### config.mk
export PLATFORM = sky130hd
export DESIGN_NAME = port0_external_memory_addressing
export DESIGN_NICKNAME = d
export VERILOG_FILES = /design/src/hw/p0x_pkg.sv /design/src/hw/mem_map_if.sv /design/src/hw/port0_external_memory_addressing.sv /design/src/hw/mem_map.sv /design/src/hw/bus_timer.sv
export VERILOG_INCLUDE_DIRS = /design/src /design/src/hw
export SDC_FILE = /design/constraint.sdc
export NUM_CORES = 1
export LEC_CHECK = 0
export BUFFER_PORTS_ARGS = -buffer_cell sky130_fd_sc_hd__buf_4
export CELL_PAD_IN_SITES_DETAIL_PLACEMENT = 0
export CELL_PAD_IN_SITES_GLOBAL_PLACEMENT = 1
export CORE_UTILIZATION = 33
export DETAILED_ROUTE_END_ITERATION = 8
export PLACE_DENSITY_LB_ADDON = 0.1
export SLEW_MARGIN = 20
export SYNTH_ARGS = -nofsm -noshare
export SYNTH_HDL_FRONTEND = slang
export SYNTH_SLANG_ARGS = --single-unit
### constraint.sdc
create_clock -name aclk -period 1.7 [get_ports aclk]
set_input_delay 0.255 -clock aclk [delete_from_list [all_inputs] [get_ports aclk]]
set_output_delay 0.255 -clock aclk [all_outputs]
set_load 0.02 [all_outputs]
### src/hw/p0x_regs.svh
// register offsets, field positions, reset values and timing counts of the port 0 expansion bus
`ifndef P0X_REGS_SVH
`define P0X_REGS_SVH
// ************************
// register map (byte addresses)
// ************************
`define P0X_OFF_MODE 4'h0
`define P0X_OFF_BUSCFG 4'h4
`define P0X_OFF_DATA 4'h8
`define P0X_OFF_STATUS 4'hC
// ************************
// fields
// ************************
`define P0X_MODE_LO_IO 0
`define P0X_MODE_HI_IO 1
`define P0X_MODE_LO_OUT 2
`define P0X_MODE_HI_OUT 3
`define P0X_MODE_HS_EN 4
`define P0X_CFG_EXT_TIMING 0
`define P0X_CFG_DSS_EN 1
`define P0X_MODE_RESET 5'h00
`define P0X_CFG_RESET 2'h0
// ************************
// memory map
// ************************
`define P0X_VECTOR_BYTES 17'h0000C
`define P0X_RESET_PC 16'h000C
`define P0X_BOUNDARY_SMALL 17'h04000
`define P0X_BOUNDARY_LARGE 17'h08000
// ************************
// timing
// ************************
`define P0X_CLK_PERIOD_NS 10
`define P0X_BUS_NORMAL_NS 30
`define P0X_BUS_EXTENDED_NS 60
`define P0X_BUS_NORMAL_CYC ((`P0X_BUS_NORMAL_NS + `P0X_CLK_PERIOD_NS - 1) / `P0X_CLK_PERIOD_NS)
`define P0X_BUS_EXT_CYC ((`P0X_BUS_EXTENDED_NS + `P0X_CLK_PERIOD_NS - 1) / `P0X_CLK_PERIOD_NS)
`define P0X_STRAP_SETTLE 2'h3
`endif

### src/hw/p0x_pkg.sv
// types shared by the port 0 expansion bus modules
package p0x_pkg;
    typedef enum logic [1:0] {
        ACC_FETCH,
        ACC_LOAD_CONSTANT,
        ACC_LOAD_EXTERNAL
    } access_kind_t;
    typedef enum logic [1:0] {
        ST_IDLE,
        ST_BUS,
        ST_DONE
    } bus_state_t;
endpackage : p0x_pkg

### src/hw/mem_map_if.sv
// address decode request and answer between the bus controller and the map
`timescale 1ns/1ns
interface mem_map_if;
    import p0x_pkg::*;
    logic [15:0] addr;
    access_kind_t kind;
    logic external_program_mode;
    logic large_variant;
    logic is_external;
    logic in_vector_area;
    logic data_space;
    modport map (input addr, kind, external_program_mode, large_variant,
        output is_external, in_vector_area, data_space);
    modport user (output addr, kind, external_program_mode, large_variant,
        input is_external, in_vector_area, data_space);
endinterface : mem_map_if

### src/hw/port0_external_memory_addressing.sv
// port 0 high address / nibble i/o, handshake and external memory bus control
// ************************
// Notes on behaviour
// ************************
// Notes on behaviour
// RL1: port 0 nibbles separately i/o or address
// RL2: handshake uses port 3 lines 2 and 5
// RL3: upper nibble direction picks handshake roles
// RL4: lower nibble handshakes only with matching direction
// RL5: lower nibble A11-A8, both A15-A8
// RL6: upper nibble may be i/o alone
// RL7: nibble becomes i/o only by mode write
// RL8: external-program reset: address nibbles, extended timing
// RL9: software may turn extended timing off
// RL10: lowest twelve bytes hold six vectors
// RL11: on-chip mode fetches internal below boundary
// RL12: external-program mode 16-bit program address
// RL13: fetch starts at 000C after reset
// RL14: data memory mapped above boundary or full
// RL15: optional data space select on port 3 line 4
// RL16: select high for constants, low for external loads
// RL17: address nibbles held through whole bus cycle
// RL18: external memory decodes data space by select
//
// Implementation choices: the register offsets and register access over AXI4-Lite.
`timescale 1ns/1ns
`include "p0x_regs.svh"
module port0_external_memory_addressing
    import p0x_pkg::*;
#(
    parameter bit LARGE_VARIANT = 1'b0
) (
    input wire logic aclk,
    input wire logic aresetn,
    input wire logic [3:0] s_axi_awaddr,
    input wire logic s_axi_awvalid,
    output logic s_axi_awready,
    input wire logic [31:0] s_axi_wdata,
    input wire logic [3:0] s_axi_wstrb,
    input wire logic s_axi_wvalid,
    output logic s_axi_wready,
    output logic [1:0] s_axi_bresp,
    output logic s_axi_bvalid,
    input wire logic s_axi_bready,
    input wire logic [3:0] s_axi_araddr,
    input wire logic s_axi_arvalid,
    output logic s_axi_arready,
    output logic [31:0] s_axi_rdata,
    output logic [1:0] s_axi_rresp,
    output logic s_axi_rvalid,
    input wire logic s_axi_rready,
    input wire logic external_program_mode_pin,
    input wire logic core_req_valid,
    output logic core_req_ready,
    input wire access_kind_t core_req_kind,
    input wire logic [15:0] core_req_addr,
    output logic core_rsp_valid,
    output logic core_rsp_internal,
    output logic core_rsp_vector,
    output logic [7:0] core_rsp_data,
    output logic [15:0] boot_pc,
    output logic [7:0] ext_addr_lo,
    output logic ext_strobe_n,
    input wire logic [7:0] ext_data_in,
    input wire logic [7:0] p0_in,
    output logic [7:0] p0_out,
    output logic [7:0] p0_oe,
    input wire logic p32_in,
    output logic p32_out,
    output logic p32_oe,
    input wire logic p35_in,
    output logic p35_out,
    output logic p35_oe,
    output logic data_space_select_n,
    output logic data_space_select_oe
);
    // ************************
    // pin synchronisers
    // ************************
    logic [18:0] sync1_q;
    logic [18:0] sync2_q;
    always_ff @(posedge aclk) begin
        if (!aresetn) begin
            sync1_q <= 19'h7FFFF;
            sync2_q <= 19'h7FFFF;
        end else begin
            sync1_q <= {external_program_mode_pin, p35_in, p32_in, ext_data_in, p0_in};
            sync2_q <= sync1_q;
        end
    end
    logic strap_s;
    logic ready_in_s;
    logic dav_in_n_s;
    logic [7:0] ext_data_s;
    logic [7:0] p0_in_s;
    assign {strap_s, ready_in_s, dav_in_n_s, ext_data_s, p0_in_s} = sync2_q;

    // ************************
    // strap capture after reset release
    // ************************
    // the strap needs the synchroniser filled, so it is caught a few edges late
    logic [1:0] settle_q;
    logic boot_done_q;
    logic ext_mode_q;
    always_ff @(posedge aclk) begin
        if (!aresetn) begin
            settle_q <= 2'h0;
            boot_done_q <= 1'b0;
            ext_mode_q <= 1'b0;
        end else if (!boot_done_q) begin
            settle_q <= settle_q + 2'h1;
            if (settle_q == `P0X_STRAP_SETTLE) begin
                boot_done_q <= 1'b1;
                ext_mode_q <= strap_s;
            end
        end
    end
    assign boot_pc = `P0X_RESET_PC; // [RL13]

    // ************************
    // register file
    // ************************
    logic [4:0] mode_q;
    logic [1:0] cfg_q;
    logic [7:0] p0_data_q;
    logic [7:0] p0_latch_q;
    logic hs_pending_q;
    logic aw_have_q;
    logic w_have_q;
    logic [3:0] aw_addr_q;
    logic [31:0] w_data_q;
    logic [3:0] w_strb_q;
    logic wr_fire;
    logic wr_ok;
    logic data_wr;
    logic data_rd;
    bus_state_t st_q;
    assign s_axi_awready = !aw_have_q && !s_axi_bvalid;
    assign s_axi_wready = !w_have_q && !s_axi_bvalid;
    assign wr_fire = aw_have_q && w_have_q && !s_axi_bvalid;
    assign wr_ok = (aw_addr_q == `P0X_OFF_MODE) || (aw_addr_q == `P0X_OFF_BUSCFG)
        || (aw_addr_q == `P0X_OFF_DATA);
    assign data_wr = wr_fire && (aw_addr_q == `P0X_OFF_DATA) && w_strb_q[0];
    always_ff @(posedge aclk) begin
        if (!aresetn) begin
            aw_have_q <= 1'b0;
            w_have_q <= 1'b0;
            aw_addr_q <= 4'h0;
            w_data_q <= 32'h00000000;
            w_strb_q <= 4'h0;
            s_axi_bvalid <= 1'b0;
            s_axi_bresp <= 2'h0;
        end else begin
            if (s_axi_awvalid && s_axi_awready) begin
                aw_have_q <= 1'b1;
                aw_addr_q <= {s_axi_awaddr[3:2], 2'h0};
            end
            if (s_axi_wvalid && s_axi_wready) begin
                w_have_q <= 1'b1;
                w_data_q <= s_axi_wdata;
                w_strb_q <= s_axi_wstrb;
            end
            if (wr_fire) begin
                aw_have_q <= 1'b0;
                w_have_q <= 1'b0;
                s_axi_bvalid <= 1'b1;
                s_axi_bresp <= wr_ok ? 2'h0 : 2'h2;
            end else if (s_axi_bready) begin
                s_axi_bvalid <= 1'b0;
            end
        end
    end
    // nibbles leave address duty only through this write [RL7]
    always_ff @(posedge aclk) begin
        if (!aresetn) begin
            mode_q <= `P0X_MODE_RESET;
            cfg_q <= `P0X_CFG_RESET;
            p0_data_q <= 8'h00;
        end else if (!boot_done_q) begin
            mode_q <= `P0X_MODE_RESET; // [RL8]
            cfg_q[`P0X_CFG_EXT_TIMING] <= strap_s; // [RL8]
        end else if (wr_fire && w_strb_q[0]) begin
            if (aw_addr_q == `P0X_OFF_MODE) begin
                mode_q <= w_data_q[4:0]; // [RL1] [RL6]
            end
            if (aw_addr_q == `P0X_OFF_BUSCFG) begin
                cfg_q <= w_data_q[1:0]; // [RL9] [RL15]
            end
            if (aw_addr_q == `P0X_OFF_DATA) begin
                p0_data_q <= w_data_q[7:0];
            end
        end
    end
    always_ff @(posedge aclk) begin
        if (!aresetn) begin
            s_axi_rvalid <= 1'b0;
            s_axi_rdata <= 32'h00000000;
            s_axi_rresp <= 2'h0;
        end else if (s_axi_arvalid && s_axi_arready) begin
            s_axi_rvalid <= 1'b1;
            s_axi_rresp <= 2'h0;
            case ({s_axi_araddr[3:2], 2'h0})
                `P0X_OFF_MODE: s_axi_rdata <= {27'h0, mode_q};
                `P0X_OFF_BUSCFG: s_axi_rdata <= {30'h0, cfg_q};
                `P0X_OFF_DATA: s_axi_rdata <= {24'h0, p0_latch_q};
                `P0X_OFF_STATUS: s_axi_rdata <= {28'h0, st_q != ST_IDLE,
                    LARGE_VARIANT, hs_pending_q, ext_mode_q};
                default: begin
                    s_axi_rdata <= 32'h00000000;
                    s_axi_rresp <= 2'h2;
                end
            endcase
        end else if (s_axi_rready) begin
            s_axi_rvalid <= 1'b0;
        end
    end
    assign s_axi_arready = !s_axi_rvalid;
    assign data_rd = s_axi_arvalid && s_axi_arready && (s_axi_araddr[3:2] == 2'h2);

    // ************************
    // port 0 handshake
    // ************************
    logic lo_io;
    logic hi_io;
    logic hi_out;
    logic hs_active;
    assign lo_io = mode_q[`P0X_MODE_LO_IO];
    assign hi_io = mode_q[`P0X_MODE_HI_IO];
    assign hi_out = mode_q[`P0X_MODE_HI_OUT];
    assign hs_active = mode_q[`P0X_MODE_HS_EN] && hi_io && lo_io
        && (mode_q[`P0X_MODE_LO_OUT] == hi_out); // [RL4]
    // output: data written raises data-available until the far end signals ready;
    // input: ready stays up until data-available latches a byte, a read reopens it
    always_ff @(posedge aclk) begin
        if (!aresetn) begin
            hs_pending_q <= 1'b0;
            p0_latch_q <= 8'h00;
        end else if (!hs_active) begin
            hs_pending_q <= 1'b0;
            p0_latch_q <= p0_in_s;
        end else if (hi_out) begin
            if (data_wr) begin
                hs_pending_q <= 1'b1;
            end else if (ready_in_s) begin
                hs_pending_q <= 1'b0;
            end
        end else begin
            if (!hs_pending_q && !dav_in_n_s) begin
                hs_pending_q <= 1'b1;
                p0_latch_q <= p0_in_s;
            end else if (data_rd) begin
                hs_pending_q <= 1'b0;
            end
        end
    end
    // roles of the two port 3 lines follow the upper nibble direction [RL2] [RL3]
    assign p32_oe = hs_active && hi_out;
    assign p32_out = !hs_pending_q;
    assign p35_oe = hs_active && !hi_out;
    assign p35_out = !hs_pending_q;

    // ************************
    // external bus cycle
    // ************************
    logic [15:0] addr_q;
    logic data_sel_q;
    access_kind_t kind_q;
    logic timer_start;
    logic timer_done;
    mem_map_if map_bus ();
    assign map_bus.addr = core_req_addr;
    assign map_bus.kind = core_req_kind;
    assign map_bus.external_program_mode = ext_mode_q;
    assign map_bus.large_variant = LARGE_VARIANT;
    mem_map u_map (
        .m(map_bus.map)
    );
    assign core_req_ready = (st_q == ST_IDLE) && boot_done_q;
    assign timer_start = core_req_valid && core_req_ready && map_bus.is_external;
    bus_timer u_timer (
        .aclk(aclk),
        .aresetn(aresetn),
        .start(timer_start),
        .extended(cfg_q[`P0X_CFG_EXT_TIMING]),
        .done(timer_done)
    );
    always_ff @(posedge aclk) begin
        if (!aresetn) begin
            st_q <= ST_IDLE;
            addr_q <= 16'h0000;
            kind_q <= ACC_FETCH;
            data_sel_q <= 1'b0;
            core_rsp_valid <= 1'b0;
            core_rsp_internal <= 1'b0;
            core_rsp_vector <= 1'b0;
            core_rsp_data <= 8'h00;
        end else begin
            core_rsp_valid <= 1'b0;
            case (st_q)
                ST_IDLE: begin
                    if (core_req_valid && core_req_ready) begin
                        addr_q <= core_req_addr; // [RL12]
                        kind_q <= core_req_kind;
                        data_sel_q <= map_bus.data_space;
                        core_rsp_vector <= map_bus.in_vector_area; // [RL10]
                        if (map_bus.is_external) begin
                            st_q <= ST_BUS;
                        end else begin
                            st_q <= ST_DONE; // [RL11]
                        end
                    end
                end
                ST_BUS: begin
                    if (timer_done) begin
                        core_rsp_data <= ext_data_s;
                        core_rsp_internal <= 1'b0;
                        core_rsp_valid <= 1'b1;
                        st_q <= ST_IDLE;
                    end
                end
                ST_DONE: begin
                    // internal memory contents live in the core, only the hit is flagged
                    core_rsp_data <= 8'h00;
                    core_rsp_internal <= 1'b1;
                    core_rsp_valid <= 1'b1;
                    st_q <= ST_IDLE;
                end
                default: st_q <= ST_IDLE;
            endcase
        end
    end
    assign ext_addr_lo = addr_q[7:0];
    assign ext_strobe_n = (st_q != ST_BUS);
    // select only while a data load is on the bus, stays high for constants [RL16]
    assign data_space_select_oe = cfg_q[`P0X_CFG_DSS_EN]; // [RL15]
    assign data_space_select_n = !((st_q == ST_BUS) && data_sel_q);

    // ************************
    // port 0 nibble drivers
    // ************************
    // address nibbles keep the latched address through the whole cycle [RL17]
    for (genvar n = 0; n < 2; n++) begin : g_nib
        always_comb begin
            if (!mode_q[`P0X_MODE_LO_IO + n]) begin
                p0_out[4*n +: 4] = addr_q[8 + 4*n +: 4]; // [RL5]
                p0_oe[4*n +: 4] = 4'hF;
            end else begin
                p0_out[4*n +: 4] = p0_data_q[4*n +: 4]; // [RL6]
                p0_oe[4*n +: 4] = {4{mode_q[`P0X_MODE_LO_OUT + n]}};
            end
        end
    end
endmodule : port0_external_memory_addressing

### src/hw/mem_map.sv
// program and data space decode
`timescale 1ns/1ns
`include "p0x_regs.svh"
module mem_map
    import p0x_pkg::*;
(
    mem_map_if.map m
);
    logic [16:0] boundary;
    logic [16:0] addr_w;
    always_comb begin
        boundary = m.large_variant ? `P0X_BOUNDARY_LARGE : `P0X_BOUNDARY_SMALL;
        addr_w = {1'b0, m.addr};
        // external-program mode sends the whole 64K of both spaces out [RL12] [RL14]
        if (m.external_program_mode) begin
            m.is_external = 1'b1;
        end else begin
            m.is_external = (addr_w >= boundary); // [RL11] [RL14]
        end
        m.in_vector_area = (addr_w < `P0X_VECTOR_BYTES); // [RL10]
        m.data_space = (m.kind == ACC_LOAD_EXTERNAL);
    end
endmodule : mem_map

### src/hw/bus_timer.sv
// external bus cycle length counter, normal or extended
`timescale 1ns/1ns
`include "p0x_regs.svh"
module bus_timer #(
    parameter int NORMAL_CYC = `P0X_BUS_NORMAL_CYC,
    parameter int EXT_CYC = `P0X_BUS_EXT_CYC
) (
    input wire logic aclk,
    input wire logic aresetn,
    input wire logic start,
    input wire logic extended,
    output logic done
);
    // the counter is eight bits wide and a cycle needs at least one strobe-low clock
    if (NORMAL_CYC < 1 || EXT_CYC < NORMAL_CYC || EXT_CYC > 255) begin : g_bad_counts
        $error("bus_timer: bad cycle counts");
    end
    logic [7:0] count_q;
    always_ff @(posedge aclk) begin
        if (!aresetn) begin
            count_q <= 8'h00;
        end else if (start) begin
            count_q <= extended ? 8'(EXT_CYC - 1) : 8'(NORMAL_CYC - 1);
        end else if (count_q != 8'h00) begin
            count_q <= count_q - 8'h01;
        end
    end
    assign done = (count_q == 8'h00) && !start;
endmodule : bus_timer

==> impl_metrics.json <==
{
  "status": "completed",
  "hold_viol": 0,
  "grt_pass1_wl_um": 18900,
  "synth-seq-cells": 128,
  "p_comb_frac": 0.216,
  "grt_overflow": 0,
  "slowest_stage": "or3b_4",
  "hold_path.class": "in -> reg",
  "setup_violations": 0,
  "min_period_over_period": 0.963,
  "final_cell_mix": "148 x buf_4, 121 x dfxtp_1, 73 x nand2_1",
  "tritoncts": "built",
  "ios": 189,
  "fmax_ghz": 0.611,
  "drc": 0,
  "num_antenna_cells": 0,
  "seq_power_share": 0.395,
  "htree_levels": 4,
  "slew_viol_final": 0,
  "ys.flop_type": "dfxtp_1",
  "totalWireLength_um": 12100,
  "numPortBuffers": 114,
  "slowest_delay_ps": 400,
  "clockBufferDepth": 2,
  "die_w_um": 131,
  "cp-end-kind": "flop",
  "final_cell_count_no_fill": 926,
  "viasPerCell": 4.41,
  "cp_max_fo": 4,
  "drive_gt1_frac": 0.304,
  "drt_iter0_markers": 131,
  "areaGrowthSynthToFinish_pct": 29.6,
  "grt_use_total": 0.146,
  "wl_per_cell_um": 13.1,
  "stdcell_area_um2": 7070,
  "fill_cells": 1592,
  "ys.warnings.count": 0,
  "gp_congestion": 0.733,
  "fin_util": 0.442,
  "internal-power_mw": 6.33,
  "powerDensity_nw_per_um2": 1220,
  "antenna_found_initial": 0,
  "clk-insertion-delay-late_ps": 410,
  "final_common_cell": "buf_4",
  "switchingPower_mw": 2.31,
  "cp-start-kind": "flop",
  "cts-buffers-inserted": 17,
  "die_area_um2": 17000,
  "seq_area_um2": 2580,
  "crit_chain": "inv_2, ha_4, or3b_4, buf_4, o211ai_1, xor2_1, nor2_1",
  "skew_ps": 7.62,
  "maxCapViolCount": 0,
  "synth_cell_types": 56,
  "p_leak_nw": 3.06,
  "hpwl_um": 8900,
  "tns_ps": 0,
  "dp.cells": 890,
  "start_util": 0.341,
  "grt_max_degree": 31,
  "synth-edff-count": 0,
  "cts.sinks": 128,
  "synth_cells": 576,
  "critical_path_class": "reg -> reg",
  "async_reset_ff_frac": 0,
  "finalNetCount": 794,
  "cts-root-buf": "clkbuf_16",
  "multi_input_area_um2": 2510,
  "rows": 46,
  "syn_area_um2": 5450,
  "grt_pass1_vias": 3852,
  "whs_ps": 27.9,
  "core_um2": 16000,
  "die_y_um": 131,
  "syn_area_per_cell_um2": 9.46,
  "critPathArrivalTime_ps": 1930,
  "vias": 4085,
  "ir_drop_mv": 0.703,
  "min_period_ps": 1640,
  "required_ps": 2000,
  "clkPwrFrac": 0.389,
  "placed_area_um2": 6400,
  "path_clk_slew_ps": 50,
  "yosysSeqAreaShare": 0.470,
  "first_pass_iters": 4,
  "ant_nets": 0,
  "sw_frac_of_total": 0.267
}
## cell usage after synthesis, drive strengths merged (3+ instances only)
cell type,instances,share of area
a21boi,41,0.056
a21oi,13,0.012
a22o,8,0.013
a22oi,3,0.0041
a31oi,3,0.0034
and2,4,0.0046
and3,3,0.0034
buf,62,0.084
clkbuf,24,0.017
dfxtp,128,0.47
ha,6,0.014
inv,10,0.0069
mux2,8,0.017
mux2i,23,0.042
nand2,73,0.050
nand2b,44,0.050
nand3,13,0.012
nand3b,3,0.0064
nor2,17,0.012
nor2b,20,0.023
nor3,6,0.0064
nor4,3,0.0062
o211a,4,0.0073
o211ai,4,0.0055
o21ai,16,0.015
or2,3,0.0034
or3,5,0.0060
xor2,3,0.0048
## per-layer routing
metal	share of wire	GRT usage
met2	0.46	0.229
met3	0.045	0.0387
met5	0	0
met4	0.010	0.0609
met1	0.49	0.190
## cells by family after synthesis
logic type	Yosys count	synth area share
compound gates	100	0.129
xor+xnor	5	0.00803
other cells	2	0.00138
simple gates	206	0.203
fa+ha+maj	6	0.0138
buf+inv	96	0.108
mux	33	0.0670
flops	128	0.470
## critical path, delay by kind of cell (launching register included)
kind | cells | cell delay, ps
buf+inv | 2 | 220
fa+ha+maj | 1 | 140
simple gates | 2 | 450
compound gates | 1 | 220
xor+xnor | 1 | 180
flops | 1 | 320
## stage by stage
step	power, mW	worst slack (ps)
final	8.64	62.6
after global routing	9.11	-13.9
after CTS	8.61	-12.5
after detailed placement	5.14	-41.6
after global placement	5.13	-5.89
after floorplan	4.54	76.9
## flip-flops by register name (all words and copies together) (netlist names), 2 cells and up
signal / cells
sync1_q: 19
sync2_q: 19
addr_q: 16
core_rsp_data: 8
p0_data_q: 8
p0_latch_q: 8
s_axi_rdata: 8
u_timer.count_q: 8
w_data_q: 8
mode_q: 5
aw_addr_q: 2
cfg_q: 2
settle_q: 2
st_q: 2
## final cells by class
cell class | count | area share
clock buffers | 24 | 0.0696
clock inverters | 6 | 0.00814
inverters | 10 | 0.00531
multi-input cells | 393 | 0.355
flip-flops and latches | 128 | 0.365
well taps | 216 | 0.0382
repair buffers | 149 | 0.159
## worst paths after layout
check                startpoint            endpoint  slack, ps  depth (start not counted)
max          u_timer.count_q[1]  u_timer.count_q[4]         60                          7
min                    p0_in[3]          sync1_q[3]         30                          2
min reg2reg         sync1_q[15]         sync2_q[15]        400                          1
max reg2reg  u_timer.count_q[1]  u_timer.count_q[4]         60                          7
## power by group through the flow
stage               Sequential (mW)  Combinational, mW  Clock, mW
CTS                            3.40               1.75       3.46
finish                         3.42               1.86       3.36
detailed placement             3.46               1.68          0
global route                   3.44               2.07       3.60
floorplan                      3.45               1.09          0
global placement               3.45               1.68          0
## what timing repair did
item,CTS,global route
cloned,0,0
buffers inserted,2,4
pin swaps,1,6
hold buffers,0,0
endpoints found under the setup margin,24,20
resized for setup,10,15
Note: power is estimated with default switching activity, not from simulation.
